<file path="src/core/motion_unit_defs.svh">
`ifndef MOTION_UNIT_DEFS_SVH
`define MOTION_UNIT_DEFS_SVH
// ==========================================================
// register offsets
`define OFS_DECEL_TIME      16'h0022
`define OFS_START_CTRL      16'h0027
`define OFS_STOP_CTRL       16'h0028
`define OFS_HOMING_TRIG     16'h0030
`define OFS_TERM_FUNC_BASE  16'h0043
`define OFS_MULTI_POS_CMD   16'h0070
// ==========================================================
// field positions and writable masks
`define START_TYPE_LSB      0
`define START_ABS_BIT       2
`define START_MASK          16'h0007
`define STOP_MASK           16'h0001
`define HOMING_MASK         16'h0001
`define MP_TRIG_BIT         0
`define MP_SEC_LSB          4
`define MP_MASK             16'h00f1
// ==========================================================
// motion type codes
`define TYPE_POSITION       2'h1
`define TYPE_SPEED          2'h2
// ==========================================================
// input terminal function codes
`define FUNC_NONE           8'h00
`define FUNC_ORIGIN         8'h01
`define FUNC_LIMIT_FWD      8'h02
`define FUNC_LIMIT_REV      8'h03
// ==========================================================
// fault codes and subcodes
`define CODE_OVERCURRENT    8'h01
`define SUB_OVERCURRENT     8'h10
`define CODE_OVERVOLTAGE    8'h02
`define SUB_OVERVOLTAGE     8'h20
`define CODE_UNDERVOLTAGE   8'h03
`define SUB_UNDERVOLTAGE    8'h30
`define CODE_STORAGE        8'h04
`define SUB_STORAGE_RD      8'h41
`define SUB_STORAGE_WR      8'h42
`define CODE_POS_DEV        8'h05
`define SUB_POS_DEV         8'h50
// ==========================================================
// reset values and timing
`define RESET_WORD          16'h0000
`define CLK_HZ              25000000
`define INPUT_HOLD_MS       10
`define LAMP_HALF_MS        250
`define LAMP_PAUSE_HALVES   4
`endif

</file>
<file path="src/core/motion_unit_pkg.sv">
`default_nettype none
package motion_unit_pkg;
	typedef enum logic [3:0] {
		ST_IDLE,
		ST_RUN_POS,
		ST_RUN_SPD,
		ST_DECEL,
		ST_HOME_FAST,
		ST_HOME_STOP1,
		ST_HOME_REV,
		ST_HOME_STOP2,
		ST_HOME_SLOW
	} motion_state_t;

	typedef struct packed {
		logic pos_start;
		logic spd_start;
		logic absolute;
	} motion_cmd_t;

	typedef struct packed {
		logic [7:0] code;
		logic [7:0] sub;
	} fault_rec_t;
endpackage : motion_unit_pkg
`default_nettype wire

</file>
<file path="src/core/stepper_motion_command_unit.sv">
// Notes on behaviour
// RQ1 - start bits 1:0: 1 position, 2 speed
// RQ2 - bit 2 absolute, only for position moves
// RQ3 - start write itself launches the move
// RQ4 - stop write: bit0 0 ramp, 1 emergency
// RQ5 - controlled stop ramps speed over deceleration time
// RQ6 - emergency stop cuts pulses with no ramp
// RQ7 - deceleration time captured when motion starts
// RQ8 - homing register 1 starts homing, 0 ignored
// RQ9 - multi-position bit0 triggers next section
// RQ10 - section field: 0 default, else chosen section
// RQ11 - master holds input levels over 10 ms
// RQ12 - inputs ignored until function assigned
// RQ13 - differential inputs: pulse source or plain inputs
// RQ14 - overcurrent: code 1/0x10, one flash, latched
// RQ15 - overvoltage: code 2/0x20, two flashes, self-clears
// RQ16 - undervoltage: code 3/0x30, three flashes, self-clears
// RQ17 - storage: code 4, 0x41/0x42, four flashes, resettable
// RQ18 - position deviation: code 5/0x50, latched
// RQ19 - every fault emits a storage record; code writes one per cycle, holding the highest-priority active fault
// RQ20 - homing: fast, stop, reverse, stop, slow search
// RQ21 - limit during homing reverses travel
// RQ22 - section priority: bus, external, jump parameter
// RQ23 - reserved command bits ignored, read zero
`include "motion_unit_defs.svh"
`default_nettype none
module stepper_motion_command_unit
	import motion_unit_pkg::*;
#(
	parameter int MS_CYC = `CLK_HZ / 1000
) (
	input  wire logic        sys_clk,
	input  wire logic        rst_n,
	input  wire logic        reg_wr,
	input  wire logic        reg_rd,
	input  wire logic [15:0] reg_addr,
	input  wire logic [15:0] reg_wdata,
	output logic      [15:0] reg_rdata,
	input  wire logic [15:0] run_speed,
	input  wire logic        motion_done,
	input  wire logic [4:0]  general_inputs,
	input  wire logic [1:0]  diff_in,
	input  wire logic        diff_pulse_mode,
	input  wire logic        mp_ext_valid,
	input  wire logic [4:0]  mp_ext_section,
	input  wire logic [4:0]  mp_jump_section,
	input  wire logic        overcurrent_fault,
	input  wire logic        overvoltage_fault,
	input  wire logic        undervoltage_fault,
	input  wire logic        storage_rd_err,
	input  wire logic        storage_wr_err,
	input  wire logic        position_deviation_fault,
	input  wire logic        fault_reset,
	output motion_cmd_t      motion_cmd,
	output logic             pulse_enable,
	output logic      [15:0] speed_out,
	output logic             home_dir,
	output logic             home_slow,
	output logic             homing_busy,
	output logic             mp_trigger,
	output logic      [4:0]  mp_section,
	output logic      [4:0]  in_qual,
	output logic      [1:0]  diff_pulse,
	output logic      [1:0]  diff_gp,
	output logic             lamp,
	output logic             drive_locked,
	output fault_rec_t       fault_now,
	output logic             rec_wr,
	output fault_rec_t       rec
);
	localparam int FILT_CYC = `INPUT_HOLD_MS * MS_CYC;
	localparam int HALF_CYC = `LAMP_HALF_MS * MS_CYC;

	// ==========================================================
	// register file
	logic [15:0]   decel_r, start_r, stop_r, home_r, mp_r;
	logic [7:0]    func_r [5];
	logic [15:0]   decel_cap_r;
	motion_state_t st_r, st_nxt;

	wire wr_start = reg_wr && reg_addr == `OFS_START_CTRL;
	wire wr_stop  = reg_wr && reg_addr == `OFS_STOP_CTRL;
	wire wr_home  = reg_wr && reg_addr == `OFS_HOMING_TRIG;
	wire wr_mp    = reg_wr && reg_addr == `OFS_MULTI_POS_CMD;
	wire [1:0] start_type = reg_wdata[`START_TYPE_LSB +: 2];
	wire estop_req = wr_stop && reg_wdata[0];
	wire nstop_req = wr_stop && !reg_wdata[0];
	wire [15:0] tf_ofs = reg_addr - `OFS_TERM_FUNC_BASE;
	wire tf_hit = reg_addr >= `OFS_TERM_FUNC_BASE && tf_ofs < 16'h0005;

	always_ff @(posedge sys_clk or negedge rst_n) begin
		if (!rst_n) begin
			decel_r <= `RESET_WORD;
			start_r <= `RESET_WORD;
			stop_r  <= `RESET_WORD;
			home_r  <= `RESET_WORD;
			mp_r    <= `RESET_WORD;
		end else begin
			if (reg_wr && reg_addr == `OFS_DECEL_TIME)
				decel_r <= reg_wdata;
			// RQ23 reserved bits dropped
			if (wr_start)
				start_r <= reg_wdata & `START_MASK;
			if (wr_stop)
				stop_r <= reg_wdata & `STOP_MASK;
			if (wr_home)
				home_r <= reg_wdata & `HOMING_MASK;
			if (wr_mp)
				mp_r <= reg_wdata & `MP_MASK;
		end
	end

	// RQ12 terminal functions start unassigned
	genvar g;
	generate
		for (g = 0; g < 5; g++) begin : g_term
			logic [19:0] filt_cnt_r;
			logic        stable_r, last_r;
			always_ff @(posedge sys_clk or negedge rst_n) begin
				if (!rst_n)
					func_r[g] <= `FUNC_NONE;
				else if (reg_wr && tf_hit && tf_ofs[2:0] == 3'(g))
					func_r[g] <= reg_wdata[7:0];
			end
			// level must persist the full hold time before it is believed
			always_ff @(posedge sys_clk or negedge rst_n) begin
				if (!rst_n) begin
					filt_cnt_r <= 20'h00000;
					stable_r   <= 1'b0;
					last_r     <= 1'b0;
				end else begin
					last_r <= general_inputs[g];
					if (general_inputs[g] != last_r || general_inputs[g] == stable_r)
						filt_cnt_r <= 20'h00000;
					else if (filt_cnt_r == 20'(FILT_CYC - 1)) begin
						stable_r   <= general_inputs[g];
						filt_cnt_r <= 20'h00000;
					end else
						filt_cnt_r <= filt_cnt_r + 20'h00001;
				end
			end
			// RQ12 unassigned input reads inactive
			assign in_qual[g] = stable_r && func_r[g] != `FUNC_NONE;
		end
	endgenerate

	always_ff @(posedge sys_clk or negedge rst_n) begin
		if (!rst_n)
			reg_rdata <= 16'h0000;
		else if (reg_rd) begin
			unique case (1'b1)
				reg_addr == `OFS_DECEL_TIME:    reg_rdata <= decel_r;
				reg_addr == `OFS_START_CTRL:    reg_rdata <= start_r;
				reg_addr == `OFS_STOP_CTRL:     reg_rdata <= stop_r;
				reg_addr == `OFS_HOMING_TRIG:   reg_rdata <= home_r;
				reg_addr == `OFS_MULTI_POS_CMD: reg_rdata <= mp_r;
				tf_hit:                         reg_rdata <= {8'h00, func_r[tf_ofs[2:0]]};
				default:                        reg_rdata <= 16'h0000;
			endcase
		end
	end

	// ==========================================================
	// differential inputs
	// RQ13 route to pulse path or general use
	assign diff_pulse = diff_pulse_mode ? diff_in : 2'h0;
	assign diff_gp    = diff_pulse_mode ? 2'h0 : diff_in;

	// ==========================================================
	// fault handling
	logic oc_r, pd_r, st_err_r, st_wr_r;
	logic [4:0] flt_prev_r;
	// RQ15 RQ16 voltage faults follow the supply level
	wire [4:0] flt_now = {pd_r, st_err_r, undervoltage_fault, overvoltage_fault, oc_r};
	// RQ14 RQ18 latched until power cycle; RQ17 set wins over reset
	always_ff @(posedge sys_clk or negedge rst_n) begin
		if (!rst_n) begin
			oc_r       <= 1'b0;
			pd_r       <= 1'b0;
			st_err_r   <= 1'b0;
			st_wr_r    <= 1'b0;
			flt_prev_r <= 5'h00;
		end else begin
			oc_r <= oc_r | overcurrent_fault;
			pd_r <= pd_r | position_deviation_fault;
			if (storage_rd_err || storage_wr_err) begin
				st_err_r <= 1'b1;
				st_wr_r  <= storage_wr_err && !storage_rd_err;
			end else if (fault_reset)
				st_err_r <= 1'b0;
			flt_prev_r <= flt_now;
		end
	end

	wire [4:0] flt_rise = flt_now & ~flt_prev_r;
	wire [7:0] st_sub = st_wr_r ? `SUB_STORAGE_WR : `SUB_STORAGE_RD;
	// storage fault alone does not lock the drive
	assign drive_locked = oc_r | overvoltage_fault | undervoltage_fault | pd_r;

	always_comb begin
		fault_now = '{code: 8'h00, sub: 8'h00};
		unique casez (flt_now)
			5'b????1: fault_now = '{code: `CODE_OVERCURRENT,  sub: `SUB_OVERCURRENT};
			5'b???10: fault_now = '{code: `CODE_OVERVOLTAGE,  sub: `SUB_OVERVOLTAGE};
			5'b??100: fault_now = '{code: `CODE_UNDERVOLTAGE, sub: `SUB_UNDERVOLTAGE};
			5'b?1000: fault_now = '{code: `CODE_STORAGE,      sub: st_sub};
			5'b10000: fault_now = '{code: `CODE_POS_DEV,      sub: `SUB_POS_DEV};
			5'b00000: fault_now = '{code: 8'h00, sub: 8'h00};
		endcase
	end

	// RQ19 one record per cycle in which any fault rises, holding the highest-priority active fault
	always_ff @(posedge sys_clk or negedge rst_n) begin
		if (!rst_n) begin
			rec_wr <= 1'b0;
			rec    <= '{code: 8'h00, sub: 8'h00};
		end else begin
			rec_wr <= |flt_rise;
			if (|flt_rise)
				rec <= fault_now;
		end
	end

	// RQ14 RQ15 RQ16 RQ17 RQ18 lamp flashes code times, then pauses
	logic [23:0] half_cnt_r;
	logic [4:0]  phase_r;
	wire  [4:0]  flashes2 = 5'({fault_now.code[3:0], 1'b0});
	wire         half_end = half_cnt_r == 24'(HALF_CYC - 1);
	always_ff @(posedge sys_clk or negedge rst_n) begin
		if (!rst_n) begin
			half_cnt_r <= 24'h000000;
			phase_r    <= 5'h00;
		end else if (fault_now.code == 8'h00) begin
			half_cnt_r <= 24'h000000;
			phase_r    <= 5'h00;
		end else begin
			half_cnt_r <= half_end ? 24'h000000 : half_cnt_r + 24'h000001;
			if (half_end)
				phase_r <= phase_r >= flashes2 + 5'(`LAMP_PAUSE_HALVES - 1) ?
					5'h00 : phase_r + 5'h01;
		end
	end
	assign lamp = fault_now.code != 8'h00 && phase_r < flashes2 && !phase_r[0];

	// ==========================================================
	// motion sequencer
	logic [15:0] spd_r;
	logic [15:0] speed0_r;
	logic [39:0] err_r;
	logic        dir_r, abs_r;
	wire  [39:0] ramp_total = 40'(decel_cap_r) * 40'(MS_CYC);
	wire         stopping = st_r == ST_DECEL || st_r == ST_HOME_STOP1 ||
		st_r == ST_HOME_STOP2;
	wire         homing = st_r inside {ST_HOME_FAST, ST_HOME_STOP1, ST_HOME_REV,
		ST_HOME_STOP2, ST_HOME_SLOW};
	logic [4:0]  org_lvl, lim_lvl;
	logic        org_prev_r, lim_prev_r;
	generate
		for (g = 0; g < 5; g++) begin : g_role
			assign org_lvl[g] = in_qual[g] && func_r[g] == `FUNC_ORIGIN;
			assign lim_lvl[g] = in_qual[g] && (func_r[g] == `FUNC_LIMIT_FWD ||
				func_r[g] == `FUNC_LIMIT_REV);
		end
	endgenerate
	wire org_rise = |org_lvl && !org_prev_r;
	wire org_fall = !(|org_lvl) && org_prev_r;
	wire lim_rise = |lim_lvl && !lim_prev_r;
	wire start_ok = wr_start && !drive_locked && !homing;

	always_comb begin
		st_nxt = st_r;
		unique case (st_r)
			ST_IDLE: begin
				// RQ3 the write is the trigger
				if (start_ok && start_type == `TYPE_POSITION)
					st_nxt = ST_RUN_POS;
				else if (start_ok && start_type == `TYPE_SPEED)
					st_nxt = ST_RUN_SPD;
				// RQ8 only bit 0 set starts homing, upper bits ignored
				else if (wr_home && reg_wdata[0] && !drive_locked)
					st_nxt = ST_HOME_FAST;
			end
			ST_RUN_POS:    if (motion_done) st_nxt = ST_IDLE;
			ST_RUN_SPD:    st_nxt = ST_RUN_SPD;
			ST_DECEL:      if (spd_r == 16'h0000) st_nxt = ST_IDLE;
			// RQ20 homing sequence
			ST_HOME_FAST:  if (org_rise) st_nxt = ST_HOME_STOP1;
			ST_HOME_STOP1: if (spd_r == 16'h0000) st_nxt = ST_HOME_REV;
			ST_HOME_REV:   if (org_fall) st_nxt = ST_HOME_STOP2;
			ST_HOME_STOP2: if (spd_r == 16'h0000) st_nxt = ST_HOME_SLOW;
			ST_HOME_SLOW:  if (org_rise) st_nxt = ST_IDLE;
		endcase
		// RQ4 RQ5 controlled stop ramps from a position or speed run
		if (nstop_req && (st_r == ST_RUN_POS || st_r == ST_RUN_SPD))
			st_nxt = ST_DECEL;
		// RQ6 emergency stop or lock drops straight to idle
		if (estop_req || drive_locked)
			st_nxt = ST_IDLE;
	end

	always_ff @(posedge sys_clk or negedge rst_n) begin
		if (!rst_n) begin
			st_r        <= ST_IDLE;
			decel_cap_r <= 16'h0000;
			abs_r       <= 1'b0;
			dir_r       <= 1'b0;
			org_prev_r  <= 1'b0;
			lim_prev_r  <= 1'b0;
		end else begin
			st_r       <= st_nxt;
			org_prev_r <= |org_lvl;
			lim_prev_r <= |lim_lvl;
			// RQ7 deceleration time frozen at motion start
			if (st_r == ST_IDLE && st_nxt != ST_IDLE)
				decel_cap_r <= decel_r;
			// RQ2 absolute flag only meaningful for position moves
			if (st_r == ST_IDLE && st_nxt == ST_RUN_POS)
				abs_r <= reg_wdata[`START_ABS_BIT];
			if (st_r == ST_IDLE && st_nxt == ST_HOME_FAST)
				dir_r <= 1'b0;
			// RQ20 reverse after first stop, reverse again for slow search
			else if (st_r == ST_HOME_STOP1 && st_nxt == ST_HOME_REV)
				dir_r <= ~dir_r;
			else if (st_r == ST_HOME_STOP2 && st_nxt == ST_HOME_SLOW)
				dir_r <= ~dir_r;
			// RQ21 limit hit turns homing around
			else if (homing && lim_rise)
				dir_r <= ~dir_r;
		end
	end

	// RQ5 speed falls by one step whenever the error term passes the ramp length
	always_ff @(posedge sys_clk or negedge rst_n) begin
		if (!rst_n) begin
			spd_r    <= 16'h0000;
			speed0_r <= 16'h0000;
			err_r    <= 40'h0;
		end else if (st_nxt == ST_IDLE) begin
			spd_r <= 16'h0000;
			err_r <= 40'h0;
		end else if (stopping) begin
			if (ramp_total == 40'h0)
				spd_r <= 16'h0000;
			else if (err_r + 40'(speed0_r) >= ramp_total) begin
				err_r <= err_r + 40'(speed0_r) - ramp_total;
				spd_r <= spd_r - 16'h0001;
			end else
				err_r <= err_r + 40'(speed0_r);
		end else begin
			spd_r    <= run_speed;
			speed0_r <= run_speed;
			err_r    <= 40'h0;
		end
	end

	// RQ1 RQ2 one-cycle launch strobes
	always_ff @(posedge sys_clk or negedge rst_n) begin
		if (!rst_n)
			motion_cmd <= '{pos_start: 1'b0, spd_start: 1'b0, absolute: 1'b0};
		else begin
			motion_cmd.pos_start <= st_r == ST_IDLE && st_nxt == ST_RUN_POS;
			motion_cmd.spd_start <= st_r == ST_IDLE && st_nxt == ST_RUN_SPD;
			motion_cmd.absolute  <= st_r == ST_IDLE && st_nxt == ST_RUN_POS &&
				reg_wdata[`START_ABS_BIT];
		end
	end

	// RQ6 pulses stop the cycle after an emergency stop
	assign pulse_enable = st_r != ST_IDLE && spd_r != 16'h0000;
	assign speed_out    = spd_r;
	assign home_dir     = dir_r;
	assign home_slow    = st_r == ST_HOME_SLOW;
	assign homing_busy  = homing;

	// ==========================================================
	// multi-position trigger
	wire [4:0] bus_sec = {1'b0, reg_wdata[`MP_SEC_LSB +: 4]};
	always_ff @(posedge sys_clk or negedge rst_n) begin
		if (!rst_n) begin
			mp_trigger <= 1'b0;
			mp_section <= 5'h00;
		end else begin
			// RQ9 bit0 set fires, clear is no request
			mp_trigger <= wr_mp && reg_wdata[`MP_TRIG_BIT] && !drive_locked;
			// RQ10 RQ22 bus choice over external over jump parameter
			if (wr_mp && reg_wdata[`MP_TRIG_BIT])
				mp_section <= bus_sec != 5'h00 ? bus_sec :
					mp_ext_valid ? mp_ext_section : mp_jump_section;
		end
	end
endmodule : stepper_motion_command_unit
`default_nettype wire

</file>
<file path="config.mk">
export PLATFORM = sky130hd
export DESIGN_NAME = stepper_motion_command_unit
export DESIGN_NICKNAME = d
export VERILOG_FILES = /design/src/core/motion_unit_pkg.sv /design/src/core/stepper_motion_command_unit.sv
export VERILOG_INCLUDE_DIRS = /design/src /design/src/core
export SDC_FILE = /design/constraint.sdc
export NUM_CORES = 1
export LEC_CHECK = 0
export BUFFER_PORTS_ARGS = -buffer_cell sky130_fd_sc_hd__buf_2
export CORE_MARGIN = 5
export CORE_UTILIZATION = 55
export DETAILED_ROUTE_END_ITERATION = 8
export GPL_ROUTABILITY_DRIVEN = 0
export HOLD_SLACK_MARGIN = 0.06
export PLACE_DENSITY_LB_ADDON = 0.25
export SYNTH_ARGS = -nofsm -noshare
export SYNTH_HDL_FRONTEND = slang
export SYNTH_SLANG_ARGS = --single-unit
</file>
<file path="constraint.sdc">
create_clock -name sys_clk -period 17.3 [get_ports sys_clk]
set_clock_uncertainty 0.1 [all_clocks]
set_input_delay 1.73 -clock sys_clk [delete_from_list [all_inputs] [get_ports sys_clk]]
set_output_delay 1.73 -clock sys_clk [all_outputs]
set_load 0.01 [all_outputs]
</file>
==> impl_metrics.tcl <==
set metrics [dict create \
    hold_depth 1 \
    switching_power_uw 485 \
    yosysUniqueCellTypes 88 \
    h-tree-depth 2 \
    numPlacedInstances 3201 \
    gr-total-overflow 0 \
    die-width_microns 217 \
    drt_iter0_drc 1384 \
    reg2reg_from "decel_cap_r[5]" \
    synth_seq_cells 340 \
    leakagePower_nw 12.5 \
    slew_headroom_pct 20.7 \
    p_clk_share_pct 45.3 \
    p_seq_share_pct 44.1 \
    switching_share_pct 25.8 \
    max_freq_mhz 116 \
    drc_errors 0 \
    async_reset_ff_share_pct 100 \
    initial_utilization_pct 55.8 \
    vias 19500 \
    cts_resized 0 \
    final_max_slew_viol_count 0 \
    internal_power_mw 1.39 \
    path_clk_slew_ns 0.06 \
    grt_pass1_wl_microns 96900 \
    grtUsageTotal_pct 24.4 \
    p_per_area_mw_per_mm2 72.6 \
    area.growth.synth_to_final_pct 10.4 \
    power.total_mw 1.88 \
    io_pins 168 \
    first_global_vias 19555 \
    cts_sinks 340 \
    worst_hold_path.endpoint "g_term[0].filt_cnt_r[0]" \
    core_sq_mm 0.0420 \
    dpl.hpwl_microns 42600 \
    dr.pass1.iters 7 \
    critical_path_class "register to register" \
    drive_gt1_share_pct 12.8 \
    synth_warnings 0 \
    r2r-end "err_r[26]" \
    rr_worst_depth 26 \
    clkLatencyLatePin_ns 0.57 \
    end_kind "register" \
    finish.net_count 2996 \
    setup_viol 0 \
    multiInputGateArea_sq_mm 0.0138 \
    dieArea_sq_mm 0.0469 \
    synth.area.top_cells "dfrtp_1 (36%), ha_1 (9.0%), mux2_2 (4.4%)" \
    synth_top_area_share_pct 36.3 \
    cp-start-kind "register" \
    cts_tree "built" \
    hold_violations 0 \
    finalCritPeriodShare_pct 50.0 \
    syn_inst 2586 \
    stdcell_count 3273 \
    fillers 3547 \
    ctsHoldBuffers 0 \
    min-delay-start "g_term[0].filt_cnt_r[0]" \
    die_h_microns 217 \
    required_ns 17.68 \
    grt_max_degree 93 \
    period_minus_slack_ns 8.65 \
    synth_top_cell_by_area "dfrtp_1" \
    rsz0062_at_grt "no" \
    drv_cap 0 \
    antenna_found_initial 1 \
    cts_buffers 39 \
    ff2ff_setup_slack_ns 8.65 \
    synth-seq-area-share_pct 36.3 \
    whs_ns 0.350 \
    irDropWorstVdd_mv 0.0738 \
    finalSetupTns_ns 0 \
    cts_root_buf "clkbuf_16" \
    seqCellArea_sq_mm 0.00851 \
    worst_pin_slew_ns 1.18 \
    route.antenna.remaining_nets 0 \
    rows 75 \
    status "complete, no violations" \
    syn_area_per_cell_sq_um 9.07 \
    hp-class "register to register" \
    wire_per_inst_microns 17.5 \
    combPwrFrac_pct 10.6 \
    postCtsSetupRepairBufs 0 \
    viasPerCell 5.96 \
    cp_max_fo 61 \
    clockBufferDepth 3 \
    synth_flop_cell "dfrtp_1" \
    netlist_area_sq_mm 0.0235 \
    wl_microns 57400 \
    worstPathArrival_ns 9.02 \
    io_buffers 151 \
    synth-edff-count 0 \
]
logic make-up after synthesis:
group | synth area share, %
AO/OA/AOI/OAI | 15.2
XOR/XNOR | 6.42
adder cells (fa/ha/maj) | 12.9
buffers and inverters | 5.16
flip-flops | 36.3
multiplexers | 5.13
other | 0.0320
AND/OR/NAND/NOR | 18.9
sequential cells by signal, indices dropped and copies added, names as in the netlist, 3 cells and up:
register,count
rec,5
speed0_r,16
st_r,4
decel_r,16
flt_prev_r,5
phase_r,5
decel_cap_r,16
g_term.stable_r,5
reg_rdata,16
motion_cmd,3
g_term.filt_cnt_r,100
speed_out,16
mp_section,5
err_r,40
func_r,40
g_term.last_r,5
half_cnt_r,24
mp_r,5
start_r,3
per-stage QoR:
step / cell area (sq um) / util, % / setup WS, ns
floorplan: 23500 / - / 10.23
global placement: 24600 / 58.4 / 9.02
detailed placement: 24600 / 58.4 / 8.72
CTS: 25900 / 61.6 / 8.67
global route: 25900 / 61.6 / 8.14
finish: 25900 / 61.6 / 8.65
cell usage in the layout, fill, tap and decap left out, types with 29 or more instances in the layout:
master     synthesis  final
dfrtp_1          340    340
nand2_1          240    239
nor2_1           235    235
inv_1            188    188
ha_1             168    168
o21ai_0          165    164
buf_2              8    150
a21oi_1          131    131
nand3_1           95     95
mux2_2            92     92
xor2_1            88     88
xnor2_1           84     84
and3_1            56     56
or3_1             47     47
fa_1              46     46
nor3_1            42     42
nand4_1           39     39
clkbuf_16          0     39
a21o_1            36     36
a211oi_1          30     30
o21a_1            29     29
routing by layer:
layer / vias up / global-route usage (%) / routed length, microns
li1: 9348 / - / -
met1: 9566 / 32.5 / 24900
met2: 469 / 41.2 / 27900
met3: 115 / 3.98 / 3080
met4: 2 / 7.21 / 1490
met5: - / 0 / 20
critical path: stages (launching register included):
cell       delay, ns
dfrtp_1         0.44
ha_1            0.33
ha_1            0.25
fa_1            0.56
inv_1           0.06
fa_1            0.46
fa_1            0.54
inv_1           0.04
ha_1            0.26
or3_1           0.39
a221oi_1        0.41
nor4_1          0.16
o31a_1          0.31
o32ai_1         0.29
xor2_1          0.31
ha_1            0.37
nand4_1         0.20
nor2_1          0.09
a2111oi_0       0.36
a21oi_1         0.12
a21oi_1         0.23
nand4_1         0.18
nor3_2          0.92
nand2_2         0.17
buf_4           0.38
or4_1           0.47
a21oi_1         0.15
worst max path at each step:
stage               cells after the start           start         to  slack (ns)
global route                           26  decel_cap_r[8]  err_r[26]        8.14
CTS                                    26  decel_cap_r[5]  err_r[26]        8.67
detailed placement                     26  decel_cap_r[5]  err_r[26]        8.72
global placement                       26  decel_cap_r[5]  err_r[26]        9.02
finish                                 26  decel_cap_r[5]  err_r[26]        8.65
floorplan                              28  decel_cap_r[2]  err_r[10]       10.23
area by class of cell:
type	instances	share of cell area (%)
Multi-Input combinational cell	1969	53.4
Sequential cell	340	32.9
Clock buffer	55	4.23
Timing Repair Buffer	163	3.31
Inverter	190	2.75
Tap cell	539	2.60
Clock inverter	16	0.860
Antenna cell	1	0.00967
cell usage after synthesis (all sizes together), types with 36 or more instances:
master	n
a21o	36
o21ai	168
or3	47
xnor2	84
xor2	88
nor3	46
and3	56
dfrtp	340
inv	189
mux2	93
nand4	39
nand3	95
nor2	236
a21oi	132
buf	37
ha	168
fa	46
clkbuf	65
nand2	241
power by group through the flow:
stage | logic, mW | clock network (mW) | registers, mW
after floorplan | 0.137 | 0 | 0.838
after global placement | 0.194 | 0 | 0.842
after detailed placement | 0.199 | 0 | 0.842
after CTS | 0.201 | 0.870 | 0.828
after global routing | 0.227 | 0.902 | 0.831
final | 0.200 | 0.851 | 0.828
No activity file was read; power rests on OpenSTA's default activity.
